File: config.mk
export PLATFORM = sky130hd
export DESIGN_NAME = spkd_diag_core
export DESIGN_NICKNAME = d
export VERILOG_FILES = /design/src/shared/spkd_pkg.sv /design/src/design/spkd_diag_core.sv
export VERILOG_INCLUDE_DIRS = /design/src /design/src/shared
export SDC_FILE = /design/constraint.sdc
export NUM_CORES = 1
export LEC_CHECK = 0
export BUFFER_PORTS_ARGS = -buffer_cell sky130_fd_sc_hd__buf_2
export CAP_MARGIN = 0
export CORE_UTILIZATION = 35
export CTS_CLUSTER_SIZE = 14
export DETAILED_ROUTE_END_ITERATION = 10
export GPL_TIMING_DRIVEN = 0
export PLACE_DENSITY = 0.58
export SYNTH_ARGS = -nofsm -noshare
export SYNTH_HDL_FRONTEND = slang
export SYNTH_SLANG_ARGS = --single-unit
File: constraint.sdc
create_clock -name core_clk -period 7.8 [get_ports core_clk]
set_input_delay 1.56 -clock core_clk [delete_from_list [all_inputs] [get_ports core_clk]]
set_output_delay 1.56 -clock core_clk [all_outputs]
set_load 0.03 [all_outputs]
File: src/shared/spkd_map.svh
`ifndef SPKD_MAP_SVH
`define SPKD_MAP_SVH

// register byte offsets
`define SPKD_OFF_CTRL1      8'h00
`define SPKD_OFF_CTRL2      8'h04
`define SPKD_OFF_STATUS     8'h08
`define SPKD_OFF_DIAG0      8'h10
`define SPKD_OFF_DIAG3      8'h1C

// control_byte_one fields
`define SPKD_C1_STBY_OUT    0
`define SPKD_C1_DIAG_EN     1
`define SPKD_C1_OFFSET_EN   5

// control_byte_two fields
`define SPKD_C2_GAIN_LOW    0
`define SPKD_C2_LINE_DIAG   1
`define SPKD_C2_AC_EN       2
`define SPKD_C2_AC_THR_LOW  7

// reset values
`define SPKD_CTRL1_RST      8'h00
`define SPKD_CTRL2_RST      8'h00

// timing: clock rate and times in microseconds
`define SPKD_CLK_MHZ        125
`define SPKD_T_RECHECK_US   1000
`define SPKD_T_DIAG_US      100000
`define SPKD_T_TURNON_US    100000

// tweeter confirmation pulse count
`define SPKD_AC_PULSES      2'h3

`endif

File: src/shared/spkd_pkg.sv
package spkd_pkg;

   // one channel_diag_byte as seen by software
   typedef struct packed {
      logic rsvd;
      logic perm_fault;
      logic open_tweeter;
      logic offset_excess;
      logic open_load;
      logic shorted_load;
      logic short_vs;
      logic short_gnd;
   } spkd_diag_t;

   // analog sense flags of one channel
   typedef struct packed {
      logic overload;
      logic ac_pulse;
      logic offset_hi;
      logic open_load;
      logic shorted_load;
      logic short_vs;
      logic short_gnd;
   } spkd_sense_t;

   typedef enum logic [1:0] {
      TOP_STBY,
      TOP_PULSE,
      TOP_PLAY
   } spkd_top_t;

   typedef enum logic [1:0] {
      CH_ACTIVE,
      CH_CHECK,
      CH_DIAG,
      CH_RESTART
   } spkd_ch_t;

endpackage : spkd_pkg

File: src/design/spkd_diag_core.sv
// Overview of operation
// - turn-on pulse classifies shorts and open load
// - turn-on result held until read or diag cycle; read rearms
// - combined wake plus diag: pulse first, unbiased
// - after bias, permanent diagnosis overwrites turn-on result
// - capture at pulse end, 100 ms acquisition
// - short thresholds independent of gain
// - low gain plus line option: line thresholds
// - permanent: shorts only, no offset or open load
// - restart mode: faulty channel off, 1 ms recheck
// - diagnostic mode by bus or overload
// - recheck after 1 ms, else 100 ms cycle
// - after cycle restart, store, wait read
// - flag output offset beyond 2 V
// - offset window from last read or enable
// - offset reported only if whole window
// - protection suppresses offset and AC tests
// - AC diagnosis enabled by control two bit 2
// - control two bit 7 picks AC threshold
// - three pulses confirm tweeter, else open
// - read returns previous cycle, rearms next
//
// The address map and the APB register port were chosen for this implementation.
`include "spkd_map.svh"

module spkd_diag_core
   import spkd_pkg::*;
#(
   parameter int RECHECK_CYC = `SPKD_T_RECHECK_US * `SPKD_CLK_MHZ,
   parameter int DIAG_CYC    = `SPKD_T_DIAG_US * `SPKD_CLK_MHZ,
   parameter int TURNON_CYC  = `SPKD_T_TURNON_US * `SPKD_CLK_MHZ
)(
   input  wire logic              core_clk,
   input  wire logic              arst_n,
   input  wire logic              psel,
   input  wire logic              penable,
   input  wire logic              pwrite,
   input  wire logic [7:0]        paddr,
   input  wire logic [31:0]       pwdata,
   output logic                   pready,
   output logic [31:0]            prdata,
   output logic                   pslverr,
   input  wire spkd_sense_t [3:0] sense,
   output logic                   test_pulse_on,
   output logic                   stage_biased,
   output logic [3:0]             ch_enable,
   output logic                   load_thr_line,
   output logic                   ac_thr_low
);

   logic             rst_meta_reg;
   logic             rst_n_reg;
   logic             pready_reg;
   logic [31:0]      prdata_reg;
   logic             pslverr_reg;
   logic [7:0]       ctrl1_reg;
   logic [7:0]       ctrl2_reg;
   spkd_top_t        top_reg;
   logic [23:0]      top_cnt_reg;
   logic             pulse_armed_reg;
   logic             test_pulse_reg;
   logic             biased_reg;
   logic             line_thr_reg;
   logic             ac_low_reg;
   logic [3:0]       ch_en_reg;
   logic [3:0]       perm_armed_reg;
   logic [3:0]       perm_done;
   spkd_diag_t [3:0] perm_meas;
   spkd_diag_t [3:0] meas_reg;
   spkd_diag_t [3:0] shown_reg;
   logic [3:0]       ofs_hold_reg;
   logic             ofs_open_reg;
   logic [1:0]       ac_cnt_reg [4];
   logic [3:0]       ac_prev_reg;
   logic [3:0]       ac_void_reg;
   logic             bus_acc;
   logic             wr_hit;
   logic             rd_diag;
   logic             addr_ok;
   logic             combined_wake;

   assign pready        = pready_reg;
   assign prdata        = prdata_reg;
   assign pslverr       = pslverr_reg;
   assign test_pulse_on = test_pulse_reg;
   assign stage_biased  = biased_reg;
   assign ch_enable     = ch_en_reg;
   assign load_thr_line = line_thr_reg;
   assign ac_thr_low    = ac_low_reg;

   // reset release through two flops
   always_ff @(posedge core_clk or negedge arst_n)
   begin
      if (!arst_n)
      begin
         rst_meta_reg <= 1'b0;
         rst_n_reg    <= 1'b0;
      end
      else
      begin
         rst_meta_reg <= 1'b1;
         rst_n_reg    <= rst_meta_reg;
      end
   end

   // bus decode; one wait state per access
   assign bus_acc = psel && penable && pready_reg;
   assign addr_ok = (paddr == `SPKD_OFF_CTRL1) || (paddr == `SPKD_OFF_CTRL2) ||
                    (paddr == `SPKD_OFF_STATUS) ||
                    ((paddr >= `SPKD_OFF_DIAG0) && (paddr <= `SPKD_OFF_DIAG3) && (paddr[1:0] == 2'h0));
   assign wr_hit  = bus_acc && pwrite && addr_ok;
   assign rd_diag = bus_acc && !pwrite && (paddr >= `SPKD_OFF_DIAG0) && (paddr <= `SPKD_OFF_DIAG3) &&
                    (paddr[1:0] == 2'h0);
   assign combined_wake = wr_hit && (paddr == `SPKD_OFF_CTRL1) && pwdata[`SPKD_C1_STBY_OUT] &&
                          pwdata[`SPKD_C1_DIAG_EN];

   // ready, read data and error answer
   always_ff @(posedge core_clk or negedge rst_n_reg)
   begin
      if (!rst_n_reg)
      begin
         pready_reg  <= 1'b0;
         prdata_reg  <= 32'h0000_0000;
         pslverr_reg <= 1'b0;
      end
      else
      begin
         pready_reg  <= psel && penable && !pready_reg;
         pslverr_reg <= psel && penable && !pready_reg && !addr_ok;
         prdata_reg  <= 32'h0000_0000;
         if (psel && penable && !pready_reg && !pwrite)
         begin
            if (paddr == `SPKD_OFF_CTRL1)
               prdata_reg <= {24'h00_0000, ctrl1_reg};
            else if (paddr == `SPKD_OFF_CTRL2)
               prdata_reg <= {24'h00_0000, ctrl2_reg};
            else if (paddr == `SPKD_OFF_STATUS)
               prdata_reg <= {20'h0_0000, ch_en_reg, 2'h0, biased_reg, test_pulse_reg, 2'h0, top_reg};
            else if (addr_ok)
               prdata_reg <= {24'h00_0000, shown_reg[paddr[3:2]]}; // previous cycle
         end
      end
   end

   // control bytes
   always_ff @(posedge core_clk or negedge rst_n_reg)
   begin
      if (!rst_n_reg)
      begin
         ctrl1_reg <= `SPKD_CTRL1_RST;
         ctrl2_reg <= `SPKD_CTRL2_RST;
      end
      else if (wr_hit && paddr == `SPKD_OFF_CTRL1)
         ctrl1_reg <= pwdata[7:0];
      else if (wr_hit && paddr == `SPKD_OFF_CTRL2)
         ctrl2_reg <= pwdata[7:0];
   end

   // threshold selects; short thresholds take no gain input
   always_ff @(posedge core_clk or negedge rst_n_reg)
   begin
      if (!rst_n_reg)
      begin
         line_thr_reg <= 1'b0;
         ac_low_reg   <= 1'b0;
      end
      else
      begin
         line_thr_reg <= ctrl2_reg[`SPKD_C2_GAIN_LOW] && ctrl2_reg[`SPKD_C2_LINE_DIAG];
         ac_low_reg   <= ctrl2_reg[`SPKD_C2_AC_THR_LOW];
      end
   end

   // turn-on sequencer: standby, test pulse, biased play
   always_ff @(posedge core_clk or negedge rst_n_reg)
   begin
      if (!rst_n_reg)
      begin
         top_reg        <= TOP_STBY;
         top_cnt_reg    <= 24'h00_0000;
         test_pulse_reg <= 1'b0;
         biased_reg     <= 1'b0;
      end
      else
      begin
         case (top_reg)
            TOP_STBY:
            begin
               if (combined_wake && pulse_armed_reg)
               begin
                  top_reg        <= TOP_PULSE; // stage stays off
                  test_pulse_reg <= 1'b1;
                  top_cnt_reg    <= 24'h00_0000;
               end
               else if (ctrl1_reg[`SPKD_C1_STBY_OUT])
               begin
                  top_reg    <= TOP_PLAY;
                  biased_reg <= 1'b1;
               end
            end
            TOP_PULSE:
            begin
               top_cnt_reg <= top_cnt_reg + 24'h00_0001;
               if (top_cnt_reg == 24'(TURNON_CYC - 1))
               begin
                  test_pulse_reg <= 1'b0;
                  biased_reg     <= 1'b1; // bias only after pulse
                  top_reg        <= TOP_PLAY;
               end
            end
            TOP_PLAY:
            begin
               if (!ctrl1_reg[`SPKD_C1_STBY_OUT])
               begin
                  top_reg    <= TOP_STBY;
                  biased_reg <= 1'b0;
               end
            end
            default:
               top_reg <= TOP_STBY;
         endcase
      end
   end

   // turn-on pulse armed again only by a result read
   always_ff @(posedge core_clk or negedge rst_n_reg)
   begin
      if (!rst_n_reg)
         pulse_armed_reg <= 1'b1;
      else if (top_reg == TOP_PULSE && top_cnt_reg == 24'(TURNON_CYC - 1))
         pulse_armed_reg <= 1'b0;
      else if (rd_diag)
         pulse_armed_reg <= 1'b1;
   end

   // per-channel permanent diagnosis and restart
   for (genvar c = 0; c < 4; c++)
   begin : g_ch
      spkd_ch_t    st_reg;
      logic [23:0] cnt_reg;

      always_ff @(posedge core_clk or negedge rst_n_reg)
      begin
         if (!rst_n_reg)
         begin
            st_reg       <= CH_ACTIVE;
            cnt_reg      <= 24'h00_0000;
            ch_en_reg[c] <= 1'b0;
         end
         else if (!biased_reg)
         begin
            st_reg       <= CH_ACTIVE;
            cnt_reg      <= 24'h00_0000;
            ch_en_reg[c] <= 1'b0;
         end
         else
         begin
            cnt_reg <= cnt_reg + 24'h00_0001;
            case (st_reg)
               CH_ACTIVE:
               begin
                  ch_en_reg[c] <= !sense[c].overload;
                  cnt_reg      <= 24'h00_0000;
                  if (sense[c].overload && ctrl1_reg[`SPKD_C1_DIAG_EN])
                     st_reg <= CH_CHECK; // self activation
                  else if (sense[c].overload)
                     st_reg <= CH_RESTART; // only this channel off
               end
               CH_CHECK:
               begin
                  if (cnt_reg == 24'(RECHECK_CYC - 1))
                  begin
                     cnt_reg <= 24'h00_0000;
                     if (!sense[c].overload)
                        st_reg <= CH_ACTIVE;
                     else if (perm_armed_reg[c])
                        st_reg <= CH_DIAG;
                     else
                        st_reg <= CH_RESTART;
                  end
               end
               CH_DIAG:
               begin
                  if (cnt_reg == 24'(DIAG_CYC - 1))
                  begin
                     cnt_reg <= 24'h00_0000;
                     st_reg  <= CH_RESTART;
                  end
               end
               CH_RESTART:
               begin
                  if (cnt_reg == 24'(RECHECK_CYC - 1)) // 1 ms status poll
                  begin
                     cnt_reg <= 24'h00_0000;
                     if (!sense[c].overload)
                        st_reg <= CH_ACTIVE;
                  end
               end
               default:
                  st_reg <= CH_ACTIVE;
            endcase
         end
      end

      // diag cycle result: shorts only, open load not seen
      assign perm_done[c] = biased_reg && st_reg == CH_DIAG && cnt_reg == 24'(DIAG_CYC - 1);
      always_comb
      begin
         perm_meas[c]              = '0;
         perm_meas[c].short_gnd    = sense[c].short_gnd;
         perm_meas[c].short_vs     = !sense[c].short_gnd && sense[c].short_vs;
         perm_meas[c].shorted_load = !sense[c].short_gnd && !sense[c].short_vs;
         perm_meas[c].perm_fault   = 1'b1;
      end

      always_ff @(posedge core_clk or negedge rst_n_reg)
      begin
         if (!rst_n_reg)
            perm_armed_reg[c] <= 1'b1;
         else if (rd_diag)
            perm_armed_reg[c] <= 1'b1; // next cycle after read
         else if (perm_done[c])
            perm_armed_reg[c] <= 1'b0;
      end

   end

   // measured results; one write per channel per cycle
   always_ff @(posedge core_clk or negedge rst_n_reg)
   begin
      if (!rst_n_reg)
      begin
         meas_reg  <= '0;
         shown_reg <= '0;
      end
      else
      begin
         for (int c = 0; c < 4; c++)
         begin
            if (rd_diag)
            begin
               shown_reg[c] <= meas_reg[c];
               meas_reg[c]  <= '0;
               meas_reg[c].offset_excess <= ofs_open_reg && ofs_hold_reg[c] && !ac_void_reg[c];
               meas_reg[c].open_tweeter  <= ctrl2_reg[`SPKD_C2_AC_EN] && !ac_void_reg[c] &&
                                            (ac_cnt_reg[c] < `SPKD_AC_PULSES);
            end
            else if (top_reg == TOP_PULSE && top_cnt_reg == 24'(TURNON_CYC - 1))
            begin
               meas_reg[c].short_gnd    <= sense[c].short_gnd;
               meas_reg[c].short_vs     <= !sense[c].short_gnd && sense[c].short_vs;
               meas_reg[c].shorted_load <= !sense[c].short_gnd && !sense[c].short_vs && sense[c].shorted_load;
               meas_reg[c].open_load    <= !sense[c].short_gnd && !sense[c].short_vs &&
                                           !sense[c].shorted_load && sense[c].open_load;
            end
            else if (perm_done[c])
               meas_reg[c] <= perm_meas[c]; // turn-on result replaced only by a short
         end
      end
   end

   // offset window and AC pulse counting
   always_ff @(posedge core_clk or negedge rst_n_reg)
   begin
      if (!rst_n_reg)
      begin
         ofs_open_reg <= 1'b0;
         ofs_hold_reg <= 4'h0;
         ac_prev_reg  <= 4'h0;
         ac_void_reg  <= 4'h0;
         for (int c = 0; c < 4; c++)
            ac_cnt_reg[c] <= 2'h0;
      end
      else
      begin
         for (int c = 0; c < 4; c++)
         begin
            ac_prev_reg[c] <= sense[c].ac_pulse;
            if (rd_diag || !ctrl2_reg[`SPKD_C2_AC_EN])
            begin
               ac_cnt_reg[c]  <= 2'h0; // new period per read or enable
               ac_void_reg[c] <= 1'b0;
            end
            else
            begin
               if (sense[c].overload)
                  ac_void_reg[c] <= 1'b1;
               if (sense[c].ac_pulse && !ac_prev_reg[c] && ac_cnt_reg[c] != `SPKD_AC_PULSES)
                  ac_cnt_reg[c] <= ac_cnt_reg[c] + 2'h1;
            end
            if (rd_diag || (wr_hit && paddr == `SPKD_OFF_CTRL1 && pwdata[`SPKD_C1_OFFSET_EN] &&
                            !ctrl1_reg[`SPKD_C1_OFFSET_EN]))
               ofs_hold_reg[c] <= 1'b1; // window start
            else if (!sense[c].offset_hi || sense[c].overload)
               ofs_hold_reg[c] <= 1'b0; // must persist, protection cancels
         end
         ofs_open_reg <= ctrl1_reg[`SPKD_C1_OFFSET_EN] ||
                         (wr_hit && paddr == `SPKD_OFF_CTRL1 && pwdata[`SPKD_C1_OFFSET_EN]);
      end
   end
endmodule : spkd_diag_core

==> results.md <==
- Final setup margin: between 4 and 5 ns
- Total CTS buffers: 28
- Post-CTS Setup Repair Bufs: 0
- Synth area leaders: dfrtp_1, xor2_1, nor2_1
- Initial cell density of the core: 35.95%
- Core box area: ~34,000 sq um
- DRC viols: 0
- Netlist cell types: between 70 and 80
- Dpl cells: about 1,800
- Register area share after synthesis: roughly half
- Fin. Hold Viols: 0
- Max-slew violation count: 0
- DIE WIDTH: 188.5 um
- Max Buffers Root-to-Sink: 3
- First-pass GRT wire length: around 49,000 um
- Fin cells: about 1,800
- CP arrival: ~3.9 ns
- DP HPWL: between 20,000 and 25,000 um
- P&R area growth vs syn: 17.16%
- TritonRoute pass-1 iters: 5
- Total vias in the final route: between 9,000 and 10,000
- Flop and latch count out of synthesis: 252
- Hold_buf cts: 0
- PD cells: 200.8 nW/um^2
- Design Power: between 2 and 3 mW
- Post-route setup TNS: 0 ns
- H-tree depth: 1
- Vias per inst: 5.085
- Core Util, Final: between 40% and 50%
- Async S/R FF share, synth: 100.0%
- VDD IR-drop max: 0.1584 mV
- Grt ovf: 0
- FP Rows: 67
- Initial antenna violation count: 3
- Final #Nets: 1,444
- Worst slew pin tran: about 1.3 ns
- CTS clk-pin slew, worst paths: 0.06 ns
- Vias in the first global route: a little over 9,000
- Share of cells above drive strength 1: roughly 14%
- YS warnings: 0
- Largest net degree at the start of global routing: 66
- Hold Slack: approximately 0.31 ns
- Leak Pwr: between 6 and 7 nW
- Post-synth EDFFs: 0
- Syn Area/Cell: 9.810 sq um
- Finished Cell Area: around 14,000 sq um
- Critical path capture point type: flip-flop
- Unrepaired setup endpoints after global routing: false
- Top FF cell, synth: dfrtp_1
- Tmin final: around 3.4 ns
- Largest register FFs: 96
- Iter 0 DRT Violations: around 550
- Mapped Area: between 10,000 and 15,000 sq um
- DP Area: between 10,000 and 15,000 sq um
- Crit path launch type: input port
- # IOs: approximately 120
- DR WL/cell: ~16 um
- WL final: between 20,000 and 30,000 um
- Outcome: complete, no violations
- Post-cts sizing count: 0
- Final setup viols: 0
- Clock Sinks: 252
- Most common cell in the netlist: dfrtp_1
- Final worst-path cycle share: between 40% and 50%
- Clk Latency, worst-skew pair: around 0.54 ns
- Max cap viols: 0
- Yosys top cell area share: 50.77%
- Die ar.: roughly 36,000 sq um
- Synth top cells by count: dfrtp_1, nor2_1, nand2_1, xor2_1, nand3_1
- Area leader, netlist: dfrtp_1
- Hold Path Class: flip-flop to asynchronous set/reset pin
- CTS tree: done
- GRT Total Usage: 16.71%
- Clock Skews: approximately 0.013 ns
- Required time of the critical path: 8.28 ns
- RePlAce Congestion: 0.8054
- Chip height: about 190 um
- CP Class: input port to flip-flop
- Rel. slew slack: 13.71%
- Port buffer count: 67
- Clock root cell: clkbuf_16
- Worst slack at placement: between 3 and 4 ns
- FMAX: ~300 MHz
- Cell count after synthesis: 1,241
- CP max FO: 10
- Post-DRT Antenna Nets: 0
-- worst paths after layout --
path	startpoint	endpoint	slack (ns)	cells after the start
setup reg to reg	top_cnt_reg[5]	meas_reg[6]	4.78	6
max in group asynchronous	rst_n_reg	perm_armed_reg[1]	6.21	3
min in group core_clk	rst_meta_reg	rst_n_reg	0.35	0
hold reg to reg	rst_n_reg	prdata[10]	0.31	0
setup / recovery	paddr[0]	shown_reg[20]	4.41	8
hold / removal	rst_n_reg	prdata[10]	0.31	0
-- area by class of cell --
type	instances	area, sq um
inverters	30	112.6
multi-input cells	913	5479
plain buffers	65	347.8
diodes	2	5.005
flip-flops and latches	252	6316
clock inverters	16	215.2
clock buffers	36	782.0
repair buffers	72	445.4
fillers	3368	19600
well taps	448	560.5
-- critical path, cell delays in order --
cell     delay (ns)
buf_2          0.09
or4_4          0.56
nor2_1         0.27
and2_1         0.33
buf_2          0.33
buf_1          0.46
nand2_1        0.15
nand2_1        0.09
-- kinds of logic after synthesis --
family / count (synthesis) / synth area share [%]
DFF: 252 / 51.85
xor gates and xnor gates: 99 / 7.122
and+or+nand+nor: 607 / 25.55
AOI/OAI and AO/OA: 146 / 7.277
buffers and inverters: 95 / 3.782
adders and majority gates: 9 / 0.9250
muxes: 31 / 3.433
other: 2 / 0.06169
-- layout by cell type, fill, tap and decap left out, types with 6 or more instances in the layout --
cell type,instances
and3_1,22
nor4_1,15
or3_1,25
nand3b_1,8
nor4b_1,10
mux2i_1,8
nand2_1,153
or4_1,7
and2_1,12
buf_4,21
nor2b_1,9
inv_1,30
clkbuf_16,29
buf_2,76
ha_1,9
xor2_1,69
a21oi_1,48
o21ai_0,49
nand2b_1,8
clkinv_2,8
a211oi_1,6
nor3b_1,7
mux2_2,16
xnor2_1,30
nor3_1,22
dfrtp_1,246
mux4_2,7
nand3_1,62
nor2_1,158
clkbuf_1,32
conb_1,21
nand4_1,48
and4_1,14
-- report_power, final --
part / internal [mW] / switching [mW] / leakage (nW)
clock: 0.873 / 0.539 / 0.494
sequential: 1.32 / 0.0139 / 3.32
combinational: 0.0408 / 0.0773 / 2.37
total: 2.23 / 0.631 / 6.18
-- per-layer routing --
metal / vias up / GRT usage (%) / share of wire (%)
met4: 2 / 3.629 / 1.7
met5: - / 0 / 0.041
met2: 167 / 26.67 / 45
met3: 33 / 2.812 / 4.5
met1: 4556 / 23.73 / 49
li1: 4567 / - / -
(Power assumes the default switching activity.)
